## src/uhrf_pkg.sv

```systemverilog
// Shared constants for the serial port register front end
package uhrf_pkg;

  // ************************************************************
  // Widths and depths
  // ************************************************************
  localparam int DATA_W     = 8;
  localparam int ADR_W      = 8;
  localparam int WB_DW      = 32;
  localparam int SEL_W      = 4;
  localparam int FIFO_DEPTH = 16;
  localparam int PTR_W      = 4;
  localparam int LVL_W      = 5;
  localparam int DIV_W      = 16;
  localparam int OVS_W      = 4;
  localparam int IID_W      = 4;
  localparam int STAT_W     = 5;

  // ************************************************************
  // Register byte offsets
  // ************************************************************
  localparam logic [ADR_W-1:0] OFF_DATA  = 8'h00;
  localparam logic [ADR_W-1:0] OFF_IER   = 8'h04;
  localparam logic [ADR_W-1:0] OFF_IID   = 8'h08;
  localparam logic [ADR_W-1:0] OFF_ISTAT = 8'h40;

  // ************************************************************
  // Reset values and field layout
  // ************************************************************
  localparam logic [DATA_W-1:0] RX_BUF_RST  = 8'h00;
  localparam logic [DATA_W-1:0] IER_RST     = 8'h00;
  localparam logic [DATA_W-1:0] IER_WR_MASK = 8'h8f;
  localparam logic [DIV_W-1:0]  DIV_RST     = 16'h0000;
  localparam logic [STAT_W-1:0] STAT_RST    = 5'h00;
  localparam logic [WB_DW-1:0]  WB_ZERO     = 32'h0000_0000;

  localparam int IE_RX   = 0;
  localparam int IE_TX   = 1;
  localparam int IE_LINE = 2;
  localparam int IE_MDM  = 3;
  localparam int IE_TMO  = 4;
  localparam int IE_PROG = 7;
  localparam int DIV_HI  = 8;

  localparam logic [1:0] FIFO_ON_CODE  = 2'h3;
  localparam logic [1:0] FIFO_OFF_CODE = 2'h0;
  localparam logic [1:0] IID_PAD       = 2'h0;
  localparam logic [2:0] ISTAT_PAD     = 3'h0;

  // ************************************************************
  // Interrupt identity codes
  // ************************************************************
  localparam logic [IID_W-1:0] IID_NONE = 4'h1;
  localparam logic [IID_W-1:0] IID_LINE = 4'h6;
  localparam logic [IID_W-1:0] IID_RXD  = 4'h4;
  localparam logic [IID_W-1:0] IID_TMO  = 4'hc;
  localparam logic [IID_W-1:0] IID_TXE  = 4'h2;
  localparam logic [IID_W-1:0] IID_MDM  = 4'h0;

  // ************************************************************
  // Fifo levels and divider values
  // ************************************************************
  localparam logic [LVL_W-1:0] LVL_EMPTY    = 5'h00;
  localparam logic [LVL_W-1:0] LVL_ONE      = 5'h01;
  localparam logic [LVL_W-1:0] LVL_FULL     = 5'h10;
  localparam logic [LVL_W-1:0] TX_PROG_LVL  = 5'h04;
  localparam logic [LVL_W-1:0] TX_PROG_HIT  = 5'h05;
  localparam logic [PTR_W-1:0] PTR_RST      = 4'h0;
  localparam logic [PTR_W-1:0] PTR_STEP     = 4'h1;
  localparam logic [DIV_W-1:0] DIV_ONE      = 16'h0001;
  localparam logic [OVS_W-1:0] OVS_LAST     = 4'hf;
  localparam logic [OVS_W-1:0] OVS_RST      = 4'h0;
  localparam logic [OVS_W-1:0] OVS_STEP     = 4'h1;

endpackage

```

## src/uhrf_fifo_if.sv

```systemverilog
// Carrier between the front end and its byte fifos
`timescale 1ns/10ps
`default_nettype none
interface uhrf_fifo_if
  import uhrf_pkg::*;
();
  logic              push;
  logic [DATA_W-1:0] wr_data;
  logic              pop;
  logic              full;
  logic              empty;
  logic [DATA_W-1:0] rd_data;
  logic [LVL_W-1:0]  level;

  modport user  (output push, wr_data, pop, input full, empty, rd_data, level);
  modport store (input push, wr_data, pop, output full, empty, rd_data, level);
endinterface
`default_nettype wire

```

## src/uhrf_fifo.sv

```systemverilog
// Sixteen byte fifo whose head byte sits in a register
`timescale 1ns/10ps
`default_nettype none
module uhrf_fifo
  import uhrf_pkg::*;
(
  input  wire logic   clk_i,
  input  wire logic   rst_i,
  uhrf_fifo_if.store  f
);

  logic [DATA_W-1:0] mem_q [FIFO_DEPTH];
  logic [PTR_W-1:0]  wr_ptr_q;
  logic [PTR_W-1:0]  rd_ptr_q;
  logic [LVL_W-1:0]  lvl_q;
  logic [DATA_W-1:0] head_q;

  wire              full_w  = (lvl_q == LVL_FULL);
  wire              empty_w = (lvl_q == LVL_EMPTY);
  // A push on a full fifo is refused here, so queued bytes are never lost
  wire              do_push = f.push & ~full_w;
  wire              do_pop  = f.pop & ~empty_w;
  wire [PTR_W-1:0]  rd_next = do_pop ? rd_ptr_q + PTR_STEP : rd_ptr_q;
  // Bypass keeps the head register right when a byte lands in an empty fifo
  wire              bypass  = do_push & (wr_ptr_q == rd_next);

  always_ff @(posedge clk_i) begin
    if (do_push) begin
      mem_q[wr_ptr_q] <= f.wr_data;
    end
  end

  always_ff @(posedge clk_i) begin
    if (rst_i) begin
      wr_ptr_q <= PTR_RST;
      rd_ptr_q <= PTR_RST;
      lvl_q    <= LVL_EMPTY;
      head_q   <= RX_BUF_RST;
    end else begin
      if (do_push) begin
        wr_ptr_q <= wr_ptr_q + PTR_STEP;
      end
      rd_ptr_q <= rd_next;
      if (do_push & ~do_pop) begin
        lvl_q <= lvl_q + LVL_ONE;
      end else if (do_pop & ~do_push) begin
        lvl_q <= lvl_q - LVL_ONE;
      end
      head_q <= bypass ? f.wr_data : mem_q[rd_next];
    end
  end

  assign f.full    = full_w;
  assign f.empty   = empty_w;
  assign f.rd_data = head_q;
  assign f.level   = lvl_q;

endmodule
`default_nettype wire

```

## src/uhrf_baud.sv

```systemverilog
// Baud divider: oversample tick and bit tick from the divisor
`timescale 1ns/10ps
`default_nettype none
module uhrf_baud
  import uhrf_pkg::*;
(
  input  wire logic             clk_i,
  input  wire logic             rst_i,
  input  wire logic [DIV_W-1:0] div_i,
  output logic                  sample_tick_o,
  output logic                  bit_tick_o
);

  logic [DIV_W-1:0] cnt_q;
  logic [OVS_W-1:0] ovs_q;

  // A zero divisor stops both ticks rather than running at clock rate
  wire div_on = (div_i != DIV_RST);
  wire wrap   = div_on & (cnt_q >= div_i - DIV_ONE);

  always_ff @(posedge clk_i) begin
    if (rst_i) begin
      cnt_q         <= DIV_RST;
      ovs_q         <= OVS_RST;
      sample_tick_o <= 1'b0;
      bit_tick_o    <= 1'b0;
    end else begin
      cnt_q         <= wrap | ~div_on ? DIV_RST : cnt_q + DIV_ONE;
      sample_tick_o <= wrap;
      if (wrap) begin
        ovs_q <= ovs_q + OVS_STEP;
      end
      bit_tick_o <= wrap & (ovs_q == OVS_LAST);
    end
  end
endmodule
`default_nettype wire

```

## src/uhrf_front.sv

```systemverilog
// Serial port register front end: fifos, divisor and interrupt enables
//
// Overview of operation
// - With divisor select low, reading offset 0x00 pops the oldest received byte.
// - Full receive fifo keeps its bytes and drops further incoming bytes.
// - With divisor select low, writing offset 0x00 queues a byte, sixteen deep.
// - Writing while the transmit fifo is full is dropped, queue untouched.
// - With divisor select high, offsets 0x00/0x04 are divisor low/high bytes.
// - Bit rate is clock divided by sixteen times the divisor.
// - With divisor select low, offset 0x04 holds five interrupt enables.
// - Enable bits 3,2,1,0 gate modem, line, transmit empty, receive data.
// - Enable bit 7 acts only with fifo mode and bit 1 set.
// - Under automatic clear-to-send control with fifo mode on, its changes raise no modem interrupt.
// - Receive buffer and enables reset to zero; divisor select picks the view.
// - Identity codes 0001,0110,0100,1100,0010,0000 by falling priority.
`timescale 1ns/10ps
`default_nettype none
module uhrf_front
  import uhrf_pkg::*;
(
  input  wire logic              clk_i,
  input  wire logic              rst_i,
  input  wire logic              wb_cyc_i,
  input  wire logic              wb_stb_i,
  input  wire logic              wb_we_i,
  input  wire logic [ADR_W-1:0]  wb_adr_i,
  input  wire logic [WB_DW-1:0]  wb_dat_i,
  input  wire logic [SEL_W-1:0]  wb_sel_i,
  output logic      [WB_DW-1:0]  wb_dat_o,
  output logic                   wb_ack_o,
  input  wire logic              divisor_access_select_i,
  input  wire logic              fifo_enable_i,
  input  wire logic              auto_cts_en_i,
  input  wire logic              cts_change_i,
  input  wire logic              line_status_evt_i,
  input  wire logic              char_timeout_evt_i,
  input  wire logic              rx_valid_i,
  input  wire logic [DATA_W-1:0] rx_data_i,
  input  wire logic              tx_ready_i,
  output logic                   tx_valid_o,
  output logic      [DATA_W-1:0] tx_data_o,
  output logic                   sample_tick_o,
  output logic                   bit_tick_o,
  output logic                   data_ready_o,
  output logic                   irq_o
);

  // ************************************************************
  // Storage
  // ************************************************************
  uhrf_fifo_if rx_if ();
  uhrf_fifo_if tx_if ();

  uhrf_fifo u_rx_fifo (
    .clk_i (clk_i),
    .rst_i (rst_i),
    .f     (rx_if.store)
  );

  uhrf_fifo u_tx_fifo (
    .clk_i (clk_i),
    .rst_i (rst_i),
    .f     (tx_if.store)
  );

  logic [DIV_W-1:0]  div_q;
  logic [DATA_W-1:0] ier_q;
  logic [STAT_W-1:0] stat_q;
  logic              ack_q;
  logic [WB_DW-1:0]  dat_q;
  logic              irq_q;
  logic              dr_q;
  logic              tx_valid_q;
  logic [DATA_W-1:0] tx_data_q;

  uhrf_baud u_baud (
    .clk_i         (clk_i),
    .rst_i         (rst_i),
    .div_i         (div_q),
    .sample_tick_o (sample_tick_o),
    .bit_tick_o    (bit_tick_o)
  );

  // ************************************************************
  // Bus decode
  // ************************************************************
  // Every access is answered one cycle later, unmapped ones with zero data
  wire req      = wb_cyc_i & wb_stb_i & ~ack_q;
  wire wr       = req & wb_we_i & wb_sel_i[0];
  wire rd       = req & ~wb_we_i;
  wire divisor_access_select     = divisor_access_select_i;
  wire hit_data = (wb_adr_i == OFF_DATA);
  wire hit_ier  = (wb_adr_i == OFF_IER);
  wire hit_iid  = (wb_adr_i == OFF_IID);
  wire hit_stat = (wb_adr_i == OFF_ISTAT);

  wire rx_rd_hit = rd & hit_data & ~divisor_access_select;
  wire tx_wr_hit = wr & hit_data & ~divisor_access_select;
  wire div_lo_we = wr & hit_data & divisor_access_select;
  wire div_hi_we = wr & hit_ier & divisor_access_select;
  wire ier_we    = wr & hit_ier & ~divisor_access_select;
  wire stat_clr  = rd & hit_stat;

  // ************************************************************
  // Byte paths
  // ************************************************************
  assign rx_if.push    = rx_valid_i;
  assign rx_if.wr_data = rx_data_i;
  assign rx_if.pop     = rx_rd_hit & ~rx_if.empty;

  // Bytes beyond sixteen are refused inside the fifo
  assign tx_if.push    = tx_wr_hit;
  assign tx_if.wr_data = wb_dat_i[DATA_W-1:0];

  // One output stage decouples the transmitter handshake from the fifo
  wire tx_load         = ~tx_if.empty & (~tx_valid_q | tx_ready_i);
  assign tx_if.pop     = tx_load;
  wire tx_valid_d      = tx_load | (tx_valid_q & ~tx_ready_i);

  // ************************************************************
  // Interrupt events and identity
  // ************************************************************
  wire prog_eff  = ier_q[IE_PROG] & ier_q[IE_TX] & fifo_enable_i;
  wire tx_level_hit = prog_eff ? (tx_if.level == TX_PROG_HIT) : (tx_if.level == LVL_ONE);
  wire tx_evt    = tx_if.pop & ~tx_if.push & tx_level_hit;
  wire auto_cts  = auto_cts_en_i & fifo_enable_i;
  wire mdm_evt   = cts_change_i & ~auto_cts;
  wire rx_evt    = rx_valid_i & ~rx_if.full;

  wire [STAT_W-1:0] evt_vec;
  assign evt_vec[IE_RX]   = rx_evt;
  assign evt_vec[IE_TX]   = tx_evt;
  assign evt_vec[IE_LINE] = line_status_evt_i;
  assign evt_vec[IE_MDM]  = mdm_evt;
  assign evt_vec[IE_TMO]  = char_timeout_evt_i;

  // Character timeout shares the receive data enable
  wire [STAT_W-1:0] mask_vec = {ier_q[IE_RX], ier_q[IE_MDM:IE_RX]};
  wire [STAT_W-1:0] pend     = stat_q & mask_vec;
  // A new event in the clearing read's cycle survives the clear
  wire [STAT_W-1:0] stat_d   = (stat_clr ? STAT_RST : stat_q) | evt_vec;

  wire [IID_W-1:0] interrupt_id_code =
    pend[IE_LINE] ? IID_LINE :
    pend[IE_RX]   ? IID_RXD  :
    pend[IE_TMO]  ? IID_TMO  :
    pend[IE_TX]   ? IID_TXE  :
    pend[IE_MDM]  ? IID_MDM  : IID_NONE;

  // ************************************************************
  // Read data
  // ************************************************************
  wire [DATA_W-1:0] data_view = divisor_access_select ? div_q[DATA_W-1:0] : rx_if.rd_data;
  wire [DATA_W-1:0] ier_view  = divisor_access_select ? div_q[DIV_W-1:DIV_HI] : ier_q;
  wire [DATA_W-1:0] iid_view  = {fifo_enable_i ? FIFO_ON_CODE : FIFO_OFF_CODE, IID_PAD, interrupt_id_code};
  wire [DATA_W-1:0] stat_view = {ISTAT_PAD, stat_q};
  wire [DATA_W-1:0] rd_byte   =
    hit_data ? data_view :
    hit_ier  ? ier_view  :
    hit_iid  ? iid_view  :
    hit_stat ? stat_view : RX_BUF_RST;
  wire [WB_DW-1:0] rd_word = {WB_ZERO[WB_DW-1:DATA_W], rd_byte};

  // ************************************************************
  // Registers
  // ************************************************************
  always_ff @(posedge clk_i) begin
    if (rst_i) begin
      ack_q <= 1'b0;
      dat_q <= WB_ZERO;
    end else begin
      ack_q <= req;
      if (rd) begin
        dat_q <= rd_word;
      end
    end
  end

  always_ff @(posedge clk_i) begin
    if (rst_i) begin
      div_q <= DIV_RST;
      ier_q <= IER_RST;
    end else begin
      if (div_lo_we) begin
        div_q[DATA_W-1:0] <= wb_dat_i[DATA_W-1:0];
      end
      if (div_hi_we) begin
        div_q[DIV_W-1:DIV_HI] <= wb_dat_i[DATA_W-1:0];
      end
      if (ier_we) begin
        ier_q <= wb_dat_i[DATA_W-1:0] & IER_WR_MASK;
      end
    end
  end

  always_ff @(posedge clk_i) begin
    if (rst_i) begin
      stat_q <= STAT_RST;
      irq_q  <= 1'b0;
      dr_q   <= 1'b0;
    end else begin
      stat_q <= stat_d;
      irq_q  <= |pend;
      dr_q   <= ~rx_if.empty;
    end
  end

  always_ff @(posedge clk_i) begin
    if (rst_i) begin
      tx_valid_q <= 1'b0;
      tx_data_q  <= RX_BUF_RST;
    end else begin
      tx_valid_q <= tx_valid_d;
      if (tx_load) begin
        tx_data_q <= tx_if.rd_data;
      end
    end
  end

  assign wb_ack_o     = ack_q;
  assign wb_dat_o     = dat_q;
  assign irq_o        = irq_q;
  assign data_ready_o = dr_q;
  assign tx_valid_o   = tx_valid_q;
  assign tx_data_o    = tx_data_q;
endmodule
`default_nettype wire

```

## config.mk

```make
export PLATFORM = sky130hd
export DESIGN_NAME = uhrf_front
export DESIGN_NICKNAME = d
export VERILOG_FILES = /design/src/uhrf_pkg.sv /design/src/uhrf_fifo_if.sv /design/src/uhrf_fifo.sv /design/src/uhrf_baud.sv /design/src/uhrf_front.sv
export SDC_FILE = /design/constraint.sdc
export NUM_CORES = 1
export LEC_CHECK = 0
export BUFFER_PORTS_ARGS = -buffer_cell sky130_fd_sc_hd__buf_2
export CAP_MARGIN = 20
export CORE_MARGIN = 2
export CORE_UTILIZATION = 45
export DETAILED_ROUTE_END_ITERATION = 10
export SYNTH_ARGS = -nofsm -noshare
export SYNTH_HDL_FRONTEND = slang
export SYNTH_SLANG_ARGS = --single-unit
```

## constraint.sdc

```tcl
create_clock -name clk_i -period 7.3 [get_ports clk_i]
set_clock_uncertainty 0.1 [all_clocks]
set_input_delay 1.46 -clock clk_i [delete_from_list [all_inputs] [get_ports clk_i]]
set_output_delay 1.46 -clock clk_i [all_outputs]
set_load 0.01 [all_outputs]
```

## After elaboration in Yosys (flattened, before gate mapping)

Memories as Yosys holds them, arrays and structs flattened. A register that Yosys moved wholly into a read port is not among the register bits.
Cells that the tools add are included.

| word-level totals | value |
|---|---|
| register bits | 94 |
| bits in latches | 0 |
| memory bits (writable) | 256 |
| memory bits (read-only) | 0 |
| input port bits | 65 |
| output and inout bits | 46 |
| logic and storage cells | 128 |
| memories kept | 2 |

Memory list:

| memory | words | bits a word | rd ports | clocked after memory_dff | write ports | line | RTL |
|---|---|---|---|---|---|---|---|
| u_rx_fifo.mem_q | 16 | 8 | 1 | 1 | 1 | uhrf_fifo.sv:12 | `logic [DATA_W-1:0] mem_q [FIFO_DEPTH];` |
| u_tx_fifo.mem_q | 16 | 8 | 1 | 1 | 1 | uhrf_fifo.sv:12 |  |

| operators by class | value |
|---|---|
| add/subtract/negate cells | 11 |
| $mul | 0 |
| div/mod/pow operators | 0 |
| magnitude comparators | 1 |
| equal/unequal tests | 8 |
| shifts and indexed selects | 0 |
| mux-type cells | 24 |
| bitwise gates (word level) | 54 |
| reduce and logical (&&, ||, !) cells | 8 |

Operator list:

| operator | number |
|---|---|
| $mux W8 | 5 |
| $and A1 B1 Y1 | 33 |
| $mux W5 | 6 |
| $add A4 B1 Y4 const B | 5 |
| $mux W4 | 5 |
| $add A16 B1 Y16 const B | 1 |
| $ge A16 B16 Y1 | 1 |
| $not A1 Y1 | 16 |
| $reduce_bool A16 Y1 | 1 |
| $sub A16 B1 Y16 const B | 1 |
| $add A5 B1 Y5 const B | 2 |
| $eq A5 B5 Y1 const B | 2 |
| $logic_not A5 Y1 | 2 |
| $sub A5 B1 Y5 const B | 2 |
| $eq A8 B3 Y1 const B | 1 |
| $eq A8 B4 Y1 const B | 1 |
| $eq A8 B7 Y1 const B | 1 |
| $logic_not A8 Y1 | 1 |
| $mux W1 | 6 |
| $and A5 B5 Y5 | 1 |
| $eq A5 B1 Y1 const B | 1 |
| $eq A5 B3 Y1 const B | 1 |
| $or A5 B5 Y5 | 1 |
| $reduce_or A5 Y1 | 1 |
| 5 further kinds | 9 |

## Logic depth before layout (Yosys ltp)

Gate-level depths: netlist of run 1.

| logic depth | value |
|---|---|
| word-level depth | 11 |
| depth in mapped cells | 14 |
| depth with buffers taken out | 14 |

## Hierarchy

From an unflattened synthesis of run 1, not the netlist that was laid out.

| unflattened totals | value |
|---|---|
| cell total of the unflattened synthesis | 1438 |
| area total of the unflattened synthesis | 19023.2 µm² |

By module, submodules not included:

| module | times used | cells each | area an instance (µm²) | sequential area each (µm²) |
|---|---|---|---|---|
| uhrf_fifo at u_tx_fifo | 1 | 505 | 7524.7 | 4264.1 |
| uhrf_fifo at u_rx_fifo | 1 | 467 | 7499.7 | 4264.1 |
| uhrf_front | 1 | 290 | 2437.3 | 920.9 |
| uhrf_baud | 1 | 176 | 1561.5 | 440.4 |

## Worst setup path after synthesis of run 1

Ideal clock, no wire load.

| timing path | value |
|---|---|
| path type | input to register |
| from | in wb_adr_i[1] |
| to | reg u_rx_fifo.lvl_q[4] (netlist: u_rx_fifo.f.level[4]) |
| setup time | 0.070 ns |
| data arrival time | 3.917 ns |
| data required time | 7.130 ns |
| slack | 3.212 ns |
| stages | 12 |
| buffers on the path | 1 |
| cells stage by stage | nor4_2 > nand2_1 > buf_2 > or4_1 > ha_1 > inv_1 > ha_1 > a21o_1 > a21oi_1 > xnor2_1 > or3_1 > a21oi_1 |

| on the way | value |
|---|---|
| longest elaborated chain between the ends | 8 |
| elaborated cells on any way between the ends | 10 |
| classes of those cells | mux (1); bitwise (7); reduce/logical (2) |

Ends and longest elaborated chain:

| item | line | RTL |
|---|---|---|
| from (decl) | uhrf_front.sv:26 | `input wire logic [ADR_W-1:0] wb_adr_i,` |
| $logic_not A8 Y1 (*) | uhrf_front.sv:92 | `wire hit_data = (wb_adr_i == OFF_DATA);` |
| $and A1 B1 Y1 (*) (2 in series) | uhrf_front.sv:97 | `wire rx_rd_hit = rd & hit_data & ~divisor_access_select;` |
| $and A1 B1 Y1 (*) | uhrf_front.sv:109 | `assign rx_if.pop = rx_rd_hit & ~rx_if.empty;` |
| $and A1 B1 Y1 (*) | uhrf_fifo.sv:22 | `wire do_pop = f.pop & ~empty_w;` |
| $not A1 Y1 | uhrf_fifo.sv:44 | `if (do_push & ~do_pop) begin` |
| $and A1 B1 Y1 | uhrf_fifo.sv:44 |  |
| $mux W5 / $reduce_bool A2 Y1 (equally long branches) | n/a |  |
| to (signal assigned) | uhrf_fifo.sv:45 | `lvl_q <= lvl_q + LVL_ONE;` |
| to (signal assigned) | uhrf_fifo.sv:47 | `lvl_q <= lvl_q - LVL_ONE;` |
| to (decl) | uhrf_fifo.sv:15 | `logic [LVL_W-1:0] lvl_q;` |

Mark *: on every way between the ends. The rest lies on a longest branch, timed or not.
A chain may end at the register's enable or synchronous reset.

## Worst setup path after layout of run 1

| timing path | value |
|---|---|
| from | in wb_adr_i[1] |
| to | reg u_rx_fifo.head_q[3] (netlist: u_rx_fifo.f.rd_data[3]) (read register of u_rx_fifo.mem_q) |

| on the way | value |
|---|---|
| longest elaborated chain between the ends | 6 |

Ends and longest elaborated chain:

| item | line | RTL |
|---|---|---|
| $logic_not A8 Y1 | uhrf_front.sv:92 |  |
| $and A1 B1 Y1 (2 in series) | uhrf_front.sv:97 |  |
| $and A1 B1 Y1 | uhrf_front.sv:109 |  |
| $and A1 B1 Y1 | uhrf_fifo.sv:22 |  |
| $mux W4 | uhrf_fifo.sv:23 | `wire [PTR_W-1:0] rd_next = do_pop ? rd_ptr_q + PTR_STEP : rd_ptr_q;` |
| to (decl) | uhrf_fifo.sv:16 | `logic [DATA_W-1:0] head_q;` |

Every way passes these cells.

==> flow_summary.ini, run 1 <==
[power_and_ir_drop]
swShare = 0.314
ir_drop_uv = 935
p_int_w = 0.00392
p_sw_w = 0.00180
leakagePower_nw = 6.53
power.density_nw_per_um2 = 321
sequentialPowerShare = 0.417
p_clk_frac = 0.339
power_frac_comb = 0.244

[floorplanning]
initial_core_util = 0.459
fp.dieH_um = 192
core_um2 = 34600
std_cell_rows = 68
die-area_um2 = 36800
ios = 111
die_x_um = 192

[worst_setup_path]
cp-end-kind = flop
crit_path_start_kind = input pin
r2r_cells = 13
cp.arrival_ns = 4.75
required_ns = 7.60
path_class = input pin to flop
cp_max_fo = 28

[synthesis]
synthFlopType = edfxtp_1
synthTopCellsByCount = nand2_1, edfxtp_1, nor2_1
ys_ff_latch = 366
yosys.cell_count.top_type = nand2_1
yosys-top-cells-area = edfxtp_1, dfxtp_1, nand2_1
synthArstFlopShare = 0
synth_cells = 1402
seq_area_frac_synth = 0.622
synth.avg_cell_area_um2 = 11.3
netlist.area_leader.share = 0.484
syn_area_um2 = 15900
synth-edff-count = 256
synth_warnings = 0
synth.distinct_cells = 63
yosysTopAreaCell = edfxtp_1

[clock_tree]
cts_setup_buffers = 0
clk_path_buf_depth = 3
cts_hold_buf = 0
cts-root-buf = clkbuf_16
clk_latency_ns = 0.53
path_clk_slew_ns = 0.06
tritoncts = built
cts_resized = 0
h-tree-depth = 2
numCtsBuffers = 40
cts.sinks = 366

[final_layout]
drive_gt1_frac = 0.109
nets = 1561
area_growth_syn_to_layout_pct = 12.2
fillCellCount = 2973
antenna_cells = 0
multi_input_area_um2 = 5580
seqCellArea_um2 = 9890

[detailed_routing]
drtPass1Iterations = 5
routed_wl_um = 37400
drc = 0
ant_nets = 0
vias = 10513
drt_iter0_drc = 736
wl_per_cell_um = 19.2
detail_route.vias_per_cell = 5.41

[global_routing]
grt_pass1_vias = 10187
grt_pass1_wl_um = 57400
grt_max_degree = 56
grt_usage = 0.204
antenna_found_initial = 0
grt-ovfl-total = 0

[hold_path]
min_delay_path_depth = 2
hp-class = flop to flop

[place]
hpwl_um = 24000
gp_congestion = 0.828
port_buffers = 59

[timing]
finalSetupTns_ns = 0
setup_viol = 0
finalMaxSlewViolations = 0
holdWs_ns = 0.336
period_needed_ns = 4.45
fmax_mhz = 225
fin_crit_sh = 0.610
relSlewSlack = 0.267
worstMarginPinSlew_ns = 1.09
rsz0062_at_grt = false
final-hold-violation-count = 0

[flow_run]
maxCapViolCount = 0

[status]
run_status = finished, final reports clean
==> worst max-delay path, stage by stage <==
cell and delay, ns:
buf_2 0.11, nor4_2 0.32, nand2_1 0.37, nor4_4 0.60, xor2_4 0.81, buf_4 0.29, mux2i_1 0.19, a32oi_1 0.08
a32oi_1 0.38, o21ai_1 0.13
==> path summary, 6_finish.rpt <==
path,slack [ns],end,from
max reg2reg,3.33,u_tx_fifo.f.rd_data[4],u_tx_fifo.f.level[0]
min,0.34,tx_data_o[6],u_tx_fifo.f.rd_data[6]
max,2.85,u_rx_fifo.f.rd_data[3],wb_adr_i[1]
min reg2reg,0.34,tx_data_o[6],u_tx_fifo.f.rd_data[6]
==> sequential cells by signal, summed over array words and instances, names as in the netlist, 8 cells and up <==
register             cells
u_tx_fifo.mem_q        128
u_rx_fifo.f.rd_data      8
u_baud.cnt_q            16
div_q                   16
u_rx_fifo.mem_q        128
tx_data_o                8
wb_dat_o                 8
u_tx_fifo.f.rd_data      8
==> cells in the final DEF, fill, tap and decap left out, types with 5 or more instances in the layout <==
cell type / n
a31oi_1: 14
clkinv_1: 7
o21ai_0: 15
xnor2_1: 29
edfxtp_1: 256
inv_1: 13
clkbuf_1: 7
nor4_1: 6
ha_1: 38
nor3_1: 18
buf_2: 58
a211oi_1: 5
a21oi_1: 50
conb_1: 24
buf_4: 23
xor2_1: 25
nor2_1: 127
clkbuf_16: 40
mux2i_1: 46
a32oi_1: 26
nand3_1: 86
xnor2_2: 5
clkinv_2: 6
o21ai_1: 10
dfxtp_1: 110
nand2_1: 286
or4_1: 12
clkbuf_8: 5
and3_1: 20
o22ai_1: 11
a21o_1: 6
nand4_1: 17
nand2b_1: 19
==> stage by stage <==
step	total power [W]	cell area [um2]	setup WS, ns	utilization	instances
4_1_cts	0.00577	17800	2.75	0.515	1943
3_5_place_dp	0.00383	16600	2.15	0.478	1870
5_1_grt	0.00601	17800	2.55	0.515	1943
2_1_floorplan	0.00339	16000	3.21	-	1425
3_3_place_gp	0.00380	16600	2.20	0.478	1870
6_report	0.00572	17800	2.85	0.515	1943
==> layout make-up <==
type / count / area share
well taps: 455 / 0.0319
inverters: 14 / 0.00295
flip-flops and latches: 366 / 0.555
multi-input cells: 954 / 0.313
clock inverters: 21 / 0.00976
repair buffers: 81 / 0.0260
clock buffers: 52 / 0.0615
==> logic make-up (layout without fill, tap and decap cells) <==
group | Yosys count | after routing | synth area share
buffers and inverters | 105 | 168 | 0.0334
multiplexers | 51 | 51 | 0.0327
AND/OR/NAND/NOR | 622 | 622 | 0.178
AO/OA/AOI/OAI | 155 | 155 | 0.0631
adder cells (fa/ha/maj) | 39 | 39 | 0.0312
XOR/XNOR | 63 | 63 | 0.0391
flip-flops | 366 | 366 | 0.622
other | 1 | 24 | 0.000236
==> power groups by stage <==
stage / registers (W) / clock network, W / logic [W]
global placement: 0.00243 / 0 / 0.00138
finish: 0.00238 / 0.00194 / 0.00139
global route: 0.00240 / 0.00206 / 0.00155
detailed placement: 0.00243 / 0 / 0.00140
floorplan: 0.00242 / 0 / 0.000971
CTS: 0.00238 / 0.00198 / 0.00141
==> metal layers <==
metal | share of wire | vias to the layer above | global-route usage
li1 | - | 5078 | -
met1 | 0.44 | 5091 | 0.273
met2 | 0.48 | 280 | 0.344
met3 | 0.051 | 64 | 0.0300
met4 | 0.026 | 0 | 0.0642
met5 | 0 | - | 0
(Power assumes the default switching activity.)
==> run 2, diff against run 1 <==
- ABC_AREA: default -> 1
- clock period: 7.3 -> 4.4 ns (I/O delays scaled with it)
==> run 2 against run 1 <==
Against the previous run: sequential power rose by 65%; combinational power rose by 95%; final cell count rose by 23%; first-iteration DRC count fell by 1.1%; synthesized area rose by 8.2%; sequential share of layout area fell by 3.7 points.
==> flow_summary.ini, run 2 <==
[status]
run_status = finished, final reports clean

[detailed_routing]
drc = 0
top_layer = met4
wl_per_cell_um = 16.3
wirelength_met1_um = 17200
vias = 12215
dr_wl_met3_um = 2040
detail_route.vias_per_cell = 5.13
routed_wl_um = 38800
ant_nets = 0
met2_length_um = 18100
drt_iter0_drc = 728
drtPass1Iterations = 5

[flow_run]
maxCapViolCount = 0

[synthesis]
yosys.cell_count.top_type = nand2_1
synthArstFlopShare = 0
netlist.area_leader.share = 0.447
synthTopCellsByCount = nand2_1, edfxtp_1, inv_1
synthFlopType = edfxtp_1
seq_area_frac_synth = 0.575
ys_ff_latch = 366
syn_area_um2 = 17200
synth_warnings = 0
synth-edff-count = 256
synth.distinct_cells = 55
synth.avg_cell_area_um2 = 9.58
yosysTopAreaCell = edfxtp_1
synth_cells = 1795
yosys-top-cells-area = edfxtp_1, dfxtp_1, nand2_1

[worst_setup_path]
cpMaxStageDelayCell = nand3b_1
path_class = flop to flop
crit_path_start_kind = flop
cp-end-kind = flop
cp_max_fo = 16
max_stage_delay_ns = 0.53
path_cells = inv_1 > nand3_1 > nor3_1 > nand3_1 > nor2_1 > nand4_1 > nor3_1 > nand3_1 > xor2_1 > ha_1 > a21oi_1 > o21ai_0 > a21oi_1 > nand3_1 > nand3b_1 > nor3b_1
required_ns = 4.76
cp.arrival_ns = 4.12
reg2reg_slack_ns = 0.64
critPathMostFrequentCell = nand3_1

[timing]
relSlewSlack = 0.455
rsz0062_at_grt = false
fin_crit_sh = 0.855
fmax_mhz = 266
worstMarginPinSlew_ns = 0.815
finalMaxSlewViolations = 0
period_needed_ns = 3.76
final-hold-violation-count = 0
setup_viol = 0
finalSetupTns_ns = 0

[global_routing]
grt_pass1_vias = 11498
grt_max_degree = 99
antenna_found_initial = 0
grt-ovfl-total = 0
grt_usage = 0.199
grt_pass1_wl_um = 61100

[final_layout]
reg_top3 = u_rx_fifo.mem_q x128, u_tx_fifo.mem_q x128
area_growth_syn_to_layout_pct = 11.0
layout_commonest_cell = nand2_1
fillCellCount = 3463
nets = 1948
drive_gt1_frac = 0.0935
finalInstanceArea_um2 = 19100
utilization = 0.507
antenna_cells = 0
final_cell_mix = nand2_1, edfxtp_1, inv_1, nand3_1, nor2_1

[place]
port_buffers = 59
hpwl_um = 25000
gp_congestion = 0.839
dpl_cell_area_um2 = 17800

[clock_tree]
cts_hold_buf = 0
h-tree-depth = 2
path_clk_slew_ns = 0.06
cts_resized = 0
clk_latency_ns = 0.55
cts.sinks = 366
numCtsBuffers = 41
tritoncts = built
cts-root-buf = clkbuf_16
cts_setup_buffers = 0
clk_path_buf_depth = 3

[hold_path]
hp-class = flop to flop

[floorplanning]
die_x_um = 199
core_um2 = 37700
initial_core_util = 0.457
ios = 111
die-area_um2 = 39800
fp.dieH_um = 199
std_cell_rows = 71

[power_and_ir_drop]
leakagePower_nw = 7.98
ir_drop_uv = 404
power.density_nw_per_um2 = 519
totalPowerFinal_w = 0.00991
## run 2: cell types whose count changed in the layout (fill, tap and decap cells not counted), moves of 20 or more
cell / previous run / this run
inv_1: 13 / 248
nand3_1: 86 / 227
nand3b_1: 3 / 65
o21ai_0: 15 / 64
nand2_1: 286 / 333
mux2i_1: 46 / 0
o211ai_1: 0 / 34
a32oi_1: 26 / 0
xnor2_1: 29 / 5
and3_1: 20 / 0
## run 2: worst max-delay path: cells and delay by family, from the launching register on
family | cells | cell delay (ns)
AOI/OAI and AO/OA | 3 | 0.37
DFF | 1 | 0.30
xor gates and xnor gates | 1 | 0.17
adders and majority gates | 1 | 0.31
and+or+nand+nor | 10 | 2.25
buffers and inverters | 1 | 0.17
## run 2: final timing paths
path,startpoint,end,depth (start not counted)
hold reg to reg,u_baud.cnt_q[0],u_baud.cnt_q[0],1
setup reg to reg,div_q[0],u_baud.cnt_q[14],16
setup / recovery,div_q[0],u_baud.cnt_q[14],16
hold / removal,u_baud.cnt_q[0],u_baud.cnt_q[0],1
## run 2: layout make-up
cell class,instances,area (um2),area share
Sequential cell,366,9890,0.518
Multi-Input combinational cell,1101,5900,0.309
Clock buffer,53,1100,0.0577
Inverter,259,972,0.0509
Tap cell,511,639,0.0335
Timing Repair Buffer,75,428,0.0224
Clock inverter,18,169,0.00885
## run 2: stage by stage
stage                     hold WS [ns]  worst slack [ns]  cells
after global placement           0.347             0.722   2312
final                            0.358             0.638   2383
after CTS                        0.365             0.588   2383
after global routing             0.379             0.135   2383
after detailed placement         0.352             0.601   2312
after floorplan                  0.330              1.24   1818
## run 2: per-layer routing
layer,up-vias,GRT usage
met5,-,0
met4,0,0.0883
met3,95,0.0294
met2,336,0.325
met1,5697,0.263
li1,6087,-
## run 2: kinds of logic (layout without fill, tap and decap cells)
family,count (synthesis),count (layout),share of synthesized area
xor+xnor,31,31,0.0173
compound gates,193,193,0.0672
simple gates,814,814,0.224
fa+ha+maj,39,39,0.0288
flops,366,366,0.575
buf+inv,351,405,0.0872
other cells,1,24,0.000218
## run 2: power by group
group          total [W]  switching (W)  internal (W)
combinational    0.00271        0.00190      0.000805
clock            0.00327        0.00134       0.00193
sequential       0.00392      0.0000832       0.00384
